### config.mk
export PLATFORM = sky130hd
export DESIGN_NAME = sample_rate_scheduler
export DESIGN_NICKNAME = d
export VERILOG_FILES = /design/src/rtl/sample_rate_pkg.sv /design/src/rtl/pulse_timer.sv /design/src/rtl/sample_rate_scheduler.sv
export SDC_FILE = /design/constraint.sdc
export NUM_CORES = 1
export LEC_CHECK = 0
export BUFFER_PORTS_ARGS = -buffer_cell sky130_fd_sc_hd__buf_2
export CAP_MARGIN = 20
export CORE_MARGIN = 8
export CORE_UTILIZATION = 50
export DETAILED_ROUTE_END_ITERATION = 12
export PLACE_DENSITY = 0.74
export SLEW_MARGIN = 20
export SYNTH_ARGS = -nofsm -noshare
export SYNTH_HDL_FRONTEND = slang
export SYNTH_SLANG_ARGS = --single-unit
### constraint.sdc
create_clock -name clk -period 13.9 [get_ports clk]
set_input_delay 3.475 -clock clk [delete_from_list [all_inputs] [get_ports clk]]
set_output_delay 3.475 -clock clk [all_outputs]
set_load 0.05 [all_outputs]
### src/rtl/sample_rate_pkg.sv
// constants, field layout and states for the sample rate scheduler
package sample_rate_pkg;

    localparam logic [7:0]  RATE_SELECT_ADDR  = 8'h17;
    localparam int          AWAKE_NIBBLE_LSB  = 4;
    localparam int          ASLEEP_NIBBLE_LSB = 0;
    localparam logic [7:0]  RESET_BOOT_GND    = 8'h00;
    localparam logic [7:0]  RESET_BOOT_VDD    = 8'hC0;
    localparam logic [1:0]  PM_LOW_POWER      = 2'h0;
    localparam logic [1:0]  PM_HIGH_PERF      = 2'h1;
    localparam logic [3:0]  CODE_CAP          = 4'hC;
    localparam int          IDLE_MSB_BITS     = 4;
    localparam int          COUNT_W           = 40;

    localparam real         CLK_PERIOD_NS     = 10.0;
    localparam real         BASE_TIME_US      = 312.5;
    localparam real         FIRST_TIME_US     = 528.5;
    localparam real         FIRST_FACTOR      = 0.9984;
    localparam real         GAP_TIME_US       = 500.0;
    localparam real         PULSE_TIME_MS     = 5.0;

    localparam int unsigned BASE_CYCLES  = int'($ceil(BASE_TIME_US * 1000.0 / CLK_PERIOD_NS));
    localparam int unsigned FIRST_CYCLES = int'($ceil(FIRST_TIME_US * 1000.0 / CLK_PERIOD_NS));
    localparam int unsigned FIRST_STEP   = int'($ceil(FIRST_FACTOR * BASE_TIME_US * 1000.0 / CLK_PERIOD_NS));
    localparam int unsigned GAP_CYCLES   = int'($ceil(GAP_TIME_US * 1000.0 / CLK_PERIOD_NS));
    localparam int unsigned PULSE_CYCLES = int'($ceil(PULSE_TIME_MS * 1000000.0 / CLK_PERIOD_NS));

    typedef enum logic [1:0] {
        ST_STANDBY = 2'h0,
        ST_FIRST   = 2'h1,
        ST_RUN     = 2'h3,
        ST_GAP     = 2'h2
    } sched_state_e;

endpackage

### src/rtl/pulse_timer.sv
// retriggerable fixed-width pulse timer
`timescale 1ns/1ps
module pulse_timer #(
    parameter int unsigned CYCLES = 500000
) (
    input  wire logic clk,     // system clock
    input  wire logic rst_b,   // synchronous reset, active low
    input  wire logic trigger, // start or restart the pulse
    output logic      busy     // high while the pulse runs
);
    localparam int W = $clog2(CYCLES + 1);

    logic [W-1:0] count;
    logic [W-1:0] next_count;

    always_comb begin
        next_count = count;
        if (trigger) begin
            next_count = W'(CYCLES);
        end else if (count != '0) begin
            next_count = count - W'(1);
        end
    end

    always_ff @(posedge clk) begin
        if (!rst_b) begin
            count <= '0;
        end else begin
            count <= next_count;
        end
    end

    assign busy = (count != '0);
endmodule

### src/rtl/sample_rate_scheduler.sv
// sample rate and decimation scheduler with rate select register
`timescale 1ns/1ps
module sample_rate_scheduler
    import sample_rate_pkg::*;
#(
    parameter int unsigned BASE_CYC  = BASE_CYCLES,
    parameter int unsigned FIRST_CYC = FIRST_CYCLES,
    parameter int unsigned STEP_CYC  = FIRST_STEP,
    parameter int unsigned GAP_CYC   = GAP_CYCLES,
    parameter int unsigned PULSE_CYC = PULSE_CYCLES
) (
    input  wire logic       clk,                 // 100 MHz clock
    input  wire logic       rst_b,               // synchronous reset, active low
    input  wire logic       boot_mode_pin,       // boot strap, high = tied to supply
    input  wire logic       reg_wr,              // register write strobe
    input  wire logic [7:0] reg_addr,            // register address
    input  wire logic [7:0] reg_wdata,           // register write data
    output logic      [7:0] reg_rdata,           // register read data
    input  wire logic       active,              // active measurement enable
    input  wire logic       asleep,              // 1 = asleep state, 0 = awake
    input  wire logic [1:0] awake_power_select,  // awake power mode field
    input  wire logic [1:0] asleep_power_select, // asleep power mode field
    input  wire logic [7:0] awake_idle_msb,      // awake idle count, high byte
    input  wire logic [7:0] awake_idle_lsb,      // awake idle count, low byte
    input  wire logic [7:0] asleep_idle_msb,     // asleep idle count, high byte
    input  wire logic [7:0] asleep_idle_lsb,     // asleep idle count, low byte
    input  wire logic       ready_irq_enable,    // sample ready interrupt enable
    output logic            sample_ready_event,  // one-cycle pulse per acquisition
    output logic [12:0]     decimation,          // decimation in use
    output logic [1:0]      scheduler_state,     // scheduler state
    output logic            first_interrupt_out, // interrupt line drive value
    output logic            first_interrupt_oe_b // interrupt line enable, low drives
);

    ////////////////////////////////////////////////////////////////////////////
    // rate select register
    logic [7:0] rate_select;
    logic [7:0] next_rate_select;
    logic [7:0] next_rdata;

    always_comb begin
        next_rate_select = rate_select;
        if (reg_wr && reg_addr == RATE_SELECT_ADDR) begin
            next_rate_select = reg_wdata;
        end
        next_rdata = (reg_addr == RATE_SELECT_ADDR) ? rate_select : 8'h00;
    end

    always_ff @(posedge clk) begin
        if (!rst_b) begin
            rate_select <= boot_mode_pin ? RESET_BOOT_VDD : RESET_BOOT_GND;
            reg_rdata   <= 8'h00;
        end else begin
            rate_select <= next_rate_select;
            reg_rdata   <= next_rdata;
        end
    end

    ////////////////////////////////////////////////////////////////////////////
    // period arithmetic
    function automatic logic [3:0] code_shift(input logic [3:0] code);
        code_shift = (code > CODE_CAP) ? CODE_CAP : code;
    endfunction

    function automatic logic [12:0] calc_decim(input logic [1:0] pm, input logic [3:0] code);
        calc_decim = (pm == PM_LOW_POWER) ? 13'h1 : (13'h1 << code_shift(code));
    endfunction

    function automatic logic [COUNT_W-1:0] calc_period(input logic [1:0] pm, input logic [3:0] code,
                                                       input logic [11:0] idle);
        logic [COUNT_W-1:0] mult;
        mult = pm[1] ? {27'h0, {1'b0, idle} + 13'h1} : 40'h1;
        calc_period = (mult * COUNT_W'(BASE_CYC)) << code_shift(code);
    endfunction

    function automatic logic is_fast(input logic [1:0] pm, input logic [3:0] code, input logic [11:0] idle);
        is_fast = pm[1] ? (idle == 12'h0) : (code == 4'h0);
    endfunction

    ////////////////////////////////////////////////////////////////////////////
    // selected state configuration
    logic [1:0]  sel_pm;
    logic [3:0]  sel_code;
    logic [11:0] sel_idle;

    always_comb begin
        sel_pm   = asleep ? asleep_power_select : awake_power_select;
        sel_code = asleep ? rate_select[ASLEEP_NIBBLE_LSB +: 4] : rate_select[AWAKE_NIBBLE_LSB +: 4];
        sel_idle = asleep ? {asleep_idle_msb[IDLE_MSB_BITS-1:0], asleep_idle_lsb}
                          : {awake_idle_msb[IDLE_MSB_BITS-1:0], awake_idle_lsb};
    end

    ////////////////////////////////////////////////////////////////////////////
    // scheduler state machine
    sched_state_e       state;
    sched_state_e       next_state;
    logic [COUNT_W-1:0] count;
    logic [COUNT_W-1:0] next_count;
    logic               cur_asleep;
    logic               next_cur_asleep;
    logic [1:0]         cur_pm;
    logic [1:0]         next_cur_pm;
    logic [3:0]         cur_code;
    logic [3:0]         next_cur_code;
    logic [11:0]        cur_idle;
    logic [11:0]        next_cur_idle;
    logic               next_strobe;
    logic [COUNT_W-1:0] cur_period;
    logic [COUNT_W-1:0] sel_period;
    logic [COUNT_W-1:0] first_delay;
    logic [12:0]        sel_decim;

    always_comb begin
        cur_period  = calc_period(cur_pm, cur_code, cur_idle);
        sel_period  = calc_period(sel_pm, sel_code, sel_idle);
        sel_decim   = calc_decim(sel_pm, sel_code);
        first_delay = COUNT_W'(FIRST_CYC) + COUNT_W'(STEP_CYC) * {27'h0, sel_decim - 13'h1};
    end

    always_comb begin
        next_state      = state;
        next_count      = count;
        next_cur_asleep = cur_asleep;
        next_cur_pm     = cur_pm;
        next_cur_code   = cur_code;
        next_cur_idle   = cur_idle;
        next_strobe     = 1'b0;
        if (!active) begin
            next_state = ST_STANDBY;
            next_count = '0;
        end else begin
            case (state)
                ST_STANDBY: begin
                    next_cur_asleep = asleep;
                    next_cur_pm     = sel_pm;
                    next_cur_code   = sel_code;
                    next_cur_idle   = sel_idle;
                    next_count      = is_fast(sel_pm, sel_code, sel_idle) ? first_delay - 40'h1
                                                                          : sel_period - 40'h1;
                    next_state      = ST_FIRST;
                end
                ST_FIRST, ST_RUN, ST_GAP: begin
                    if (state != ST_FIRST && asleep != cur_asleep) begin
                        next_cur_asleep = asleep;
                        next_cur_pm     = sel_pm;
                        next_cur_code   = sel_code;
                        next_cur_idle   = sel_idle;
                        next_count      = COUNT_W'(GAP_CYC) - 40'h1;
                        next_state      = ST_GAP;
                    end else if (count == '0) begin
                        next_strobe = 1'b1;
                        next_count  = cur_period - 40'h1;
                        next_state  = ST_RUN;
                    end else begin
                        next_count = count - 40'h1;
                    end
                end
                default: begin
                    next_state = ST_STANDBY;
                    next_count = '0;
                end
            endcase
        end
    end

    always_ff @(posedge clk) begin
        if (!rst_b) begin
            state              <= ST_STANDBY;
            count              <= '0;
            cur_asleep         <= 1'b0;
            cur_pm             <= PM_LOW_POWER;
            cur_code           <= 4'h0;
            cur_idle           <= 12'h000;
            sample_ready_event <= 1'b0;
        end else begin
            state              <= next_state;
            count              <= next_count;
            cur_asleep         <= next_cur_asleep;
            cur_pm             <= next_cur_pm;
            cur_code           <= next_cur_code;
            cur_idle           <= next_cur_idle;
            sample_ready_event <= next_strobe;
        end
    end

    assign decimation      = calc_decim(cur_pm, cur_code);
    assign scheduler_state = state;

    ////////////////////////////////////////////////////////////////////////////
    // motion boot ready pulse on the first interrupt line
    logic pulse_busy;

    pulse_timer #(
        .CYCLES (PULSE_CYC)
    ) u_ready_pulse (
        .clk     (clk),
        .rst_b   (rst_b),
        .trigger (sample_ready_event && boot_mode_pin && ready_irq_enable),
        .busy    (pulse_busy)
    );

    assign first_interrupt_out  = 1'b0;
    assign first_interrupt_oe_b = ~pulse_busy;

    ////////////////////////////////////////////////////////////////////////////
    // assertions
    a_reset_value: assert property (@(posedge clk) !$past(rst_b) && rst_b |->
        rate_select == ($past(boot_mode_pin) ? 8'hC0 : 8'h00)) else $error("rate select reset value wrong");
    a_write_stores: assert property (@(posedge clk) disable iff (!rst_b)
        reg_wr && reg_addr == 8'h17 |=> rate_select == $past(reg_wdata)) else $error("rate select write lost");
    a_lpm_slowest: assert property (@(posedge clk) disable iff (!rst_b)
        cur_pm == 2'h0 && cur_code == 4'hE |-> cur_period == 40'(BASE_CYC) * 40'd4096 && decimation == 13'd1)
        else $error("low power slowest period wrong");
    a_hpm_decim: assert property (@(posedge clk) disable iff (!rst_b)
        cur_pm == 2'h1 |-> decimation == ((cur_code >= 4'hC) ? 13'd4096 : 13'd1 << cur_code))
        else $error("high performance decimation wrong");
    a_fpm_period: assert property (@(posedge clk) disable iff (!rst_b)
        cur_pm[1] && cur_code == 4'h1 |-> cur_period == 40'(BASE_CYC) * 40'd2 * ({28'h0, cur_idle} + 40'd1))
        else $error("flexible period wrong");
    a_first_delay: assert property (@(posedge clk) disable iff (!rst_b)
        state == ST_STANDBY && active && sel_pm == 2'h0 && sel_code == 4'h0 |=> count == 40'(FIRST_CYC) - 40'd1)
        else $error("first sample delay wrong");
    a_run_spacing: assert property (@(posedge clk) disable iff (!rst_b)
        sample_ready_event |=> !sample_ready_event[*3])
        else $error("samples too close");
    a_gap_quiet: assert property (@(posedge clk) disable iff (!rst_b)
        state != ST_GAP ##1 state == ST_GAP |-> (!next_strobe)[*8]) else $error("sample inside switch gap");
    a_load_config: assert property (@(posedge clk) disable iff (!rst_b)
        state == ST_GAP |-> cur_code == (cur_asleep ? rate_select[3:0] : rate_select[7:4]))
        else $error("new state config not loaded");
    a_ready_pulse: assert property (@(posedge clk) disable iff (!rst_b)
        sample_ready_event && boot_mode_pin && ready_irq_enable |=> !first_interrupt_oe_b[*8])
        else $error("ready pulse missing");

    c_first_sample: cover property (@(posedge clk) disable iff (!rst_b) state == ST_FIRST ##1 state == ST_RUN);
    c_state_switch: cover property (@(posedge clk) disable iff (!rst_b) state == ST_GAP ##1 state == ST_RUN);
    c_flex_run:     cover property (@(posedge clk) disable iff (!rst_b) sample_ready_event && cur_pm[1]);
    c_ready_pulse:  cover property (@(posedge clk) disable iff (!rst_b) $fell(first_interrupt_oe_b));
endmodule

Yosys cells after proc, flatten, opt, wreduce, memory -nomap -nowiden
Cells that the tools add are included.
{"block": "totals", "ff_bits": 97, "latch_bits": 0, "ram_bits": 0, "mem_bits_ro": 0, "input_bits": 59, "out_inout_bits": 26, "wordCells": 91, "n_memories": 0}
{"block": "op_classes", "addsub": 9, "n_mul": 3, "div_mod_pow": 0, "magnitude_cmp": 2, "n_eq_ne": 9, "shifts": 4, "n_mux": 31, "n_bitwise": 4, "n_reduce_logical": 18}
{"cell": "$mux W40", "n": 3}
{"cell": "$sub A40 B1 Y40 const B", "n": 3}
{"cell": "$pmux W40 S2", "n": 1}
{"cell": "$shl A28 B4 Y40", "n": 2}
{"cell": "$mul A13 B14 Y27 const B", "n": 2}
{"cell": "$mux W13", "n": 4}
{"cell": "$logic_not A40 Y1", "n": 1}
{"cell": "$mux W19", "n": 2}
{"cell": "$sub A29 B1 Y30 const B", "n": 1}
{"cell": "$add A16 B28 Y29 const A", "n": 1}
{"cell": "$add A12 B1 Y13 const B", "n": 2}
{"cell": "$shl A1 B4 Y13 const A", "n": 2}
{"cell": "$mux W12", "n": 2}
{"cell": "$mux W8", "n": 3}
{"cell": "$pmux W12 S2", "n": 1}
{"cell": "$mul A10 B13 Y23 const A", "n": 1}
{"cell": "$reduce_bool A19 Y1", "n": 1}
{"cell": "$sub A19 B1 Y19 const B", "n": 1}
{"cell": "$mux W4", "n": 4}
{"cell": "$sub A13 B1 Y13 const B", "n": 1}
{"cell": "$logic_not A12 Y1", "n": 1}
{"cell": "$eq A8 B5 Y1 const B", "n": 1}
{"cell": "$gt A4 B4 Y1 const B", "n": 2}
{"cell": "$mux W2", "n": 4}
{"cell": "other kinds (19)", "n": 34}

Logic depth before layout (Yosys ltp)
{"block": "depth", "word_depth": 11, "ltp_mapped": 41, "mapped_depth_nobuf": 36}

By module
A second synthesis with hierarchy kept.
{"block": "unflattened", "hier_cells": 2691, "hier_area_um2": 20856.3}
{"module": "sample_rate_scheduler", "instances": 1, "cells_each": 2565, "area_each_um2": 19787.7, "seq_area_each_um2": 1641.6}
{"module": "pulse_timer", "instances": 1, "cells_each": 126, "area_each_um2": 1068.5, "seq_area_each_um2": 380.4}

Least setup slack after synthesis
OpenSTA, ideal clock, no wires.
{"block": "synth_timing", "path_type": "input -> register", "from": "input asleep", "to": "register count[28]", "setup_time_ns": 0.132, "arrival_ns": 11.454, "required_ns": 13.768, "slack_ns": 2.314, "path_stages": 36, "path_buffers": 6, "cell_sequence": "buf_6 > buf_6 > buf_2 > buf_1 > mux2i_1 > inv_1 > ha_1 > nand2b_1 > nor2_1 > xor2_1 > nor2_1 > fa_1 > ha_1 > inv_1 > fa_1 > inv_1 > fa_1 > inv_1 > fa_1 > inv_1 > ha_1 > buf_2 > a21oi_2 > o221ai_1 > and2_1 > or3b_1 > xor2_1 > nor2_1 > o311ai_1 > a211oi_2 > nand4_4 > or2_1 > clkbuf_2 > or4_1 > nand3_1 > o211ai_1"}
{"block": "synth_via", "elab_cells_between_ends": 25, "cone_classes": "add/sub: 5; mul: 2; order compare: 1; eq/ne: 1; shift: 2; mux: 10; reduce/logical: 4"}
{"element": "start: declaration", "line": "sample_rate_scheduler.sv:20", "rtl": "input wire logic asleep,"}
{"element": "$mux W12 (*)", "line": "sample_rate_scheduler.sv:89", "rtl": "sel_idle = asleep ? {asleep_idle_msb[IDLE_MSB_BITS-1:0], asleep_idle_lsb}"}
{"element": "via sel_idle[0]", "line": "sample_rate_scheduler.sv:84", "rtl": "logic [11:0] sel_idle;"}
{"element": "$add A12 B1 Y13", "line": "sample_rate_scheduler.sv:72", "rtl": "mult = pm[1] ? {27'h0, {1'b0, idle} + 13'h1} : 40'h1;"}
{"element": "$mux W13", "line": "sample_rate_scheduler.sv:72"}
{"element": "$mul A13 B14 Y27", "line": "sample_rate_scheduler.sv:73", "rtl": "calc_period = (mult * COUNT_W'(BASE_CYC)) << code_shift(code);"}
{"element": "$shl A28 B4 Y40", "line": "sample_rate_scheduler.sv:73"}
{"element": "$sub A40 B1 Y40", "line": "sample_rate_scheduler.sv:139", "rtl": ": sel_period - 40'h1;"}
{"element": "$mux W40 (*)", "line": "sample_rate_scheduler.sv:138", "rtl": "next_count = is_fast(sel_pm, sel_code, sel_idle) ? first_delay - 40'h1"}
{"element": "$pmux W40 S2 (*)", "line": "sample_rate_scheduler.sv:132", "rtl": "case (state)"}
{"element": "end signal: assignment", "line": "sample_rate_scheduler.sv:177", "rtl": "count <= next_count;"}
{"element": "end: declaration", "line": "sample_rate_scheduler.sv:97", "rtl": "logic [COUNT_W-1:0] count;"}
The timed path passes the listed nets; every way through them passes the cells marked *.
A chain may end at the register's enable or synchronous reset.

Worst setup path after layout
{"block": "layout_timing", "from": "input asleep", "to": "register count[37]"}
{"block": "layout_via", "elab_chain_len": 11, "elab_cells_between_ends": 25, "cone_classes": "add/sub: 5; mul: 2; order compare: 1; eq/ne: 1; shift: 2; mux: 10; reduce/logical: 4"}
{"element": "$mux W4", "line": "sample_rate_scheduler.sv:88", "rtl": "sel_code = asleep ? rate_select[ASLEEP_NIBBLE_LSB +: 4] : rate_select[AWAKE_NIBBLE_LSB +: 4];"}
{"element": "$gt A4 B4 Y1", "line": "sample_rate_scheduler.sv:62", "rtl": "code_shift = (code > CODE_CAP) ? CODE_CAP : code;"}
{"element": "$mux W4", "line": "sample_rate_scheduler.sv:62"}
{"element": "$shl A1 B4 Y13", "line": "sample_rate_scheduler.sv:66", "rtl": "calc_decim = (pm == PM_LOW_POWER) ? 13'h1 : (13'h1 << code_shift(code));"}
{"element": "$mux W13", "line": "sample_rate_scheduler.sv:66"}
{"element": "$sub A13 B1 Y13", "line": "sample_rate_scheduler.sv:117", "rtl": "first_delay = COUNT_W'(FIRST_CYC) + COUNT_W'(STEP_CYC) * {27'h0, sel_decim - 13'h1};"}
{"element": "$mul A10 B13 Y23", "line": "sample_rate_scheduler.sv:117"}
{"element": "$add A16 B28 Y29", "line": "sample_rate_scheduler.sv:117"}
{"element": "$sub A29 B1 Y30", "line": "sample_rate_scheduler.sv:138"}
{"element": "$mux W40", "line": "sample_rate_scheduler.sv:138"}
{"element": "$pmux W40 S2 (*)", "line": "sample_rate_scheduler.sv:132"}
Every way passes the cells marked *; elsewhere a longest branch is shown, timed or not.

==> summary.txt <==
Outcome: finished, final reports clean
Layout fillers: 3950
Die width: 221 µm
Sequential element share of the synthesized area: 9.58%
CTS tree: yes
Post-route DRC: 0
Clk slew on worst S/H paths: 70 ps
Tot GR Track Use: 25.7%
Die area: 49000 µm²
Asr flop ratio synth: 0%
Max-slew violation count: 0
Maximum clock path buffer count: 2
Clk Latency, worst-skew pair: 360 ps
Fraction of layout cells with a size suffix above 1: 9.40%
TritonRoute pass-1 iters: 6
Core ar.: 41800 µm²
Vias in the first global route: 20000
Layout area overhead: 5.00%
Post-Syn Instances: 2685
RSZ-0062 raised after global routing: false
Final hold viol count: 0
Iter 0 DRT Violations: 2478
Final setup viols: 0
Final #Nets: 3120
CTS-repair resized insts: 0
Yosys cell types: 126
CTS root buffer: clkbuf_16
Number of routed nets with antenna violations: 0
Largest net degree at the start of global routing: 49
Worst setup SP type: primary input
Worst Path Max Fanout: 42
Worst EP required: 14130 ps
First-pass GRT wire length: 105000 µm
Placer Congestion: 1.01
Min-Delay Path Class: flop to flop
Final Cycle Share: 89.9%
Hold_sp: u_ready_pulse.count[18]
Ys flop type: dfxtp_1
I/O Buffers: 75
Mapped cell area: 21100 µm²
Total Wirelength: 64900 µm
FMAX: 80.0 MHz
Worst Hold Path EP: u_ready_pulse.count[18]
Via/cell ratio: 6.34
Commonest cells after routing, fill and taps aside: inv_1 (292), ha_1 (254), nand2_1 (228)
Die H: 221 µm
Setup CP Type: primary input to flop
CTS buffer count: 9
Most common cell after layout, fill and taps aside: inv_1
Seq cells post-synth: 97
Post-CTS setup buffers: 0
# IOs: 85
Antenna violations before repair: 1
Drt wl/cell: 20.1 µm
Total gr overflow: 0
R2R Setup Slk: 5020 ps
Reg2Reg Depth: 34
Arrival time worst endpoint: 12720 ps
Vias: 20500
Post-CTS Hold Buffers: 0
Hold depth: 2
Slew headroom: 31.2%
Clock skew: 11.6 ps
Post-DP HPWL: 52800 µm
Worst Max-Slew Pin Slew: 1020 ps
H-Tree Depth: 3
Num rows: 75
Post-synth EDFFs: 8
Max Cap Violations: 0
CP Capture Type: flop
Number of synthesis warnings: 0
Starting density of the core: 50.5%
Syn avg cell area: 7.86 µm²
CTS sink cnt: 97
RR Startpoint: rate_select[1]
Fin Setup TNS: 0 ps
FF-to-FF End: count[26]
Min cycle time layout: 12500 ps
ANT cells: 0
Mapped Nets: 3118
## final cells by class
cell class                      count  area [µm²]  area share, %
Sequential cell                    97        2020           9.13
Inverter                          296        1110           5.03
Clock buffer                        9         225           1.02
Tap cell                          539         674           3.04
Timing Repair Buffer              108         623           2.81
Clock inverter                      7        68.8          0.311
Multi-Input combinational cell   2175       17400           78.7
## cells in the mapped netlist (18+ instances only)
| library cell | number | share of area, % |
|---|---|---|
| nand2b_1 | 27 | 0.80 |
| nor2_1 | 195 | 3.5 |
| mux2i_1 | 52 | 2.5 |
| o21a_1 | 19 | 0.68 |
| xnor2_1 | 102 | 4.2 |
| a31oi_1 | 30 | 0.89 |
| nor3_1 | 66 | 1.6 |
| nor4_1 | 30 | 0.89 |
| nand4_1 | 32 | 0.95 |
| and3_1 | 25 | 0.74 |
| dfxtp_1 | 89 | 8.4 |
| a21oi_1 | 132 | 3.1 |
| a211oi_1 | 29 | 1.0 |
| nor2b_1 | 18 | 0.53 |
| buf_2 | 35 | 0.83 |
| or3_1 | 22 | 0.65 |
| nand3_1 | 66 | 1.6 |
| inv_1 | 292 | 5.2 |
| a221oi_1 | 24 | 1.0 |
| nand2_1 | 228 | 4.1 |
| o22ai_1 | 36 | 1.1 |
| clkbuf_1 | 54 | 0.96 |
| fa_1 | 120 | 11 |
| xor2_1 | 77 | 3.2 |
| o211ai_1 | 30 | 1.1 |
| o211a_1 | 31 | 1.5 |
| a21o_1 | 35 | 1.2 |
| o21ai_0 | 99 | 2.3 |
| ha_1 | 254 | 15 |
| and2_1 | 39 | 1.2 |
| o221ai_1 | 19 | 0.79 |
## cells by family (layout without fill, tap and decap cells)
| family | after synthesis | in the layout | share of synthesized area (%) |
|---|---|---|---|
| adders and majority gates | 374 | 374 | 26.4 |
| muxes | 68 | 68 | 3.59 |
| other | 1 | 1 | 0.0178 |
| and+or+nand+nor | 855 | 855 | 20.9 |
| xor gates and xnor gates | 181 | 181 | 7.59 |
| AOI/OAI and AO/OA | 696 | 696 | 23.9 |
| buffers and inverters | 413 | 420 | 8.02 |
| DFF | 97 | 97 | 9.58 |
## registers in the layout, indices dropped and copies added (netlist names)
name	cells
count	40
u_ready_pulse.count	19
cur_idle	12
rate_select	8
reg_rdata	8
cur_code	4
cur_pm	2
scheduler_state	2
cur_asleep	1
sample_ready_event	1
## stage by stage
| step | setup slack, ps | instances | util [%] | instance area (µm²) | hold WS (ps) |
|---|---|---|---|---|---|
| 3_3_place_gp | 1370 | 3215 | 52.3 | 21900 | 463 |
| 2_1_floorplan | 2310 | 2685 | - | 21100 | 450 |
| 4_1_cts | 1620 | 3231 | 53.0 | 22100 | 480 |
| 3_5_place_dp | 1300 | 3215 | 52.3 | 21900 | 470 |
| 5_1_grt | 748 | 3231 | 53.0 | 22200 | 530 |
| 6_report | 1400 | 3231 | 53.0 | 22200 | 477 |
## worst max-delay path by stage
stage,from,endpoint,slack (ps),depth (start not counted)
final,asleep,count[37],1400,28
after global routing,asleep,count[39],750,26
after CTS,asleep,count[39],1620,26
after detailed placement,asleep,count[29],1300,27
after global placement,asleep,count[29],1370,27
after floorplan,asleep,count[28],2310,36
## per-layer routing
layer,global-route usage (%),share of wire [%]
met1,32.6,41
met2,43.9,47
met3,3.49,8.3
met4,9.71,3.8
met5,0,0.020
## worst max-delay path, cell delays in order
cell,delay (ps)
buf_2,750
mux2i_1,410
or3_1,480
nor4_1,560
nand2_1,140
xnor2_1,160
nor2_1,570
inv_1,200
fa_1,580
inv_1,60
fa_1,540
inv_1,60
fa_1,530
inv_1,40
ha_1,480
nand2_1,110
o21ai_0,350
nor2b_1,320
or2_2,200
mux2i_1,260
nand3_1,150
nor4_1,590
mux2i_1,210
o21ai_0,510
nor2_1,260
nand4_1,170
xor2_1,390
o22ai_1,140
Power is left out: the tool's default activity adds up to more than one toggle a clock period on the data nets, which glitch-free logic cannot reach.
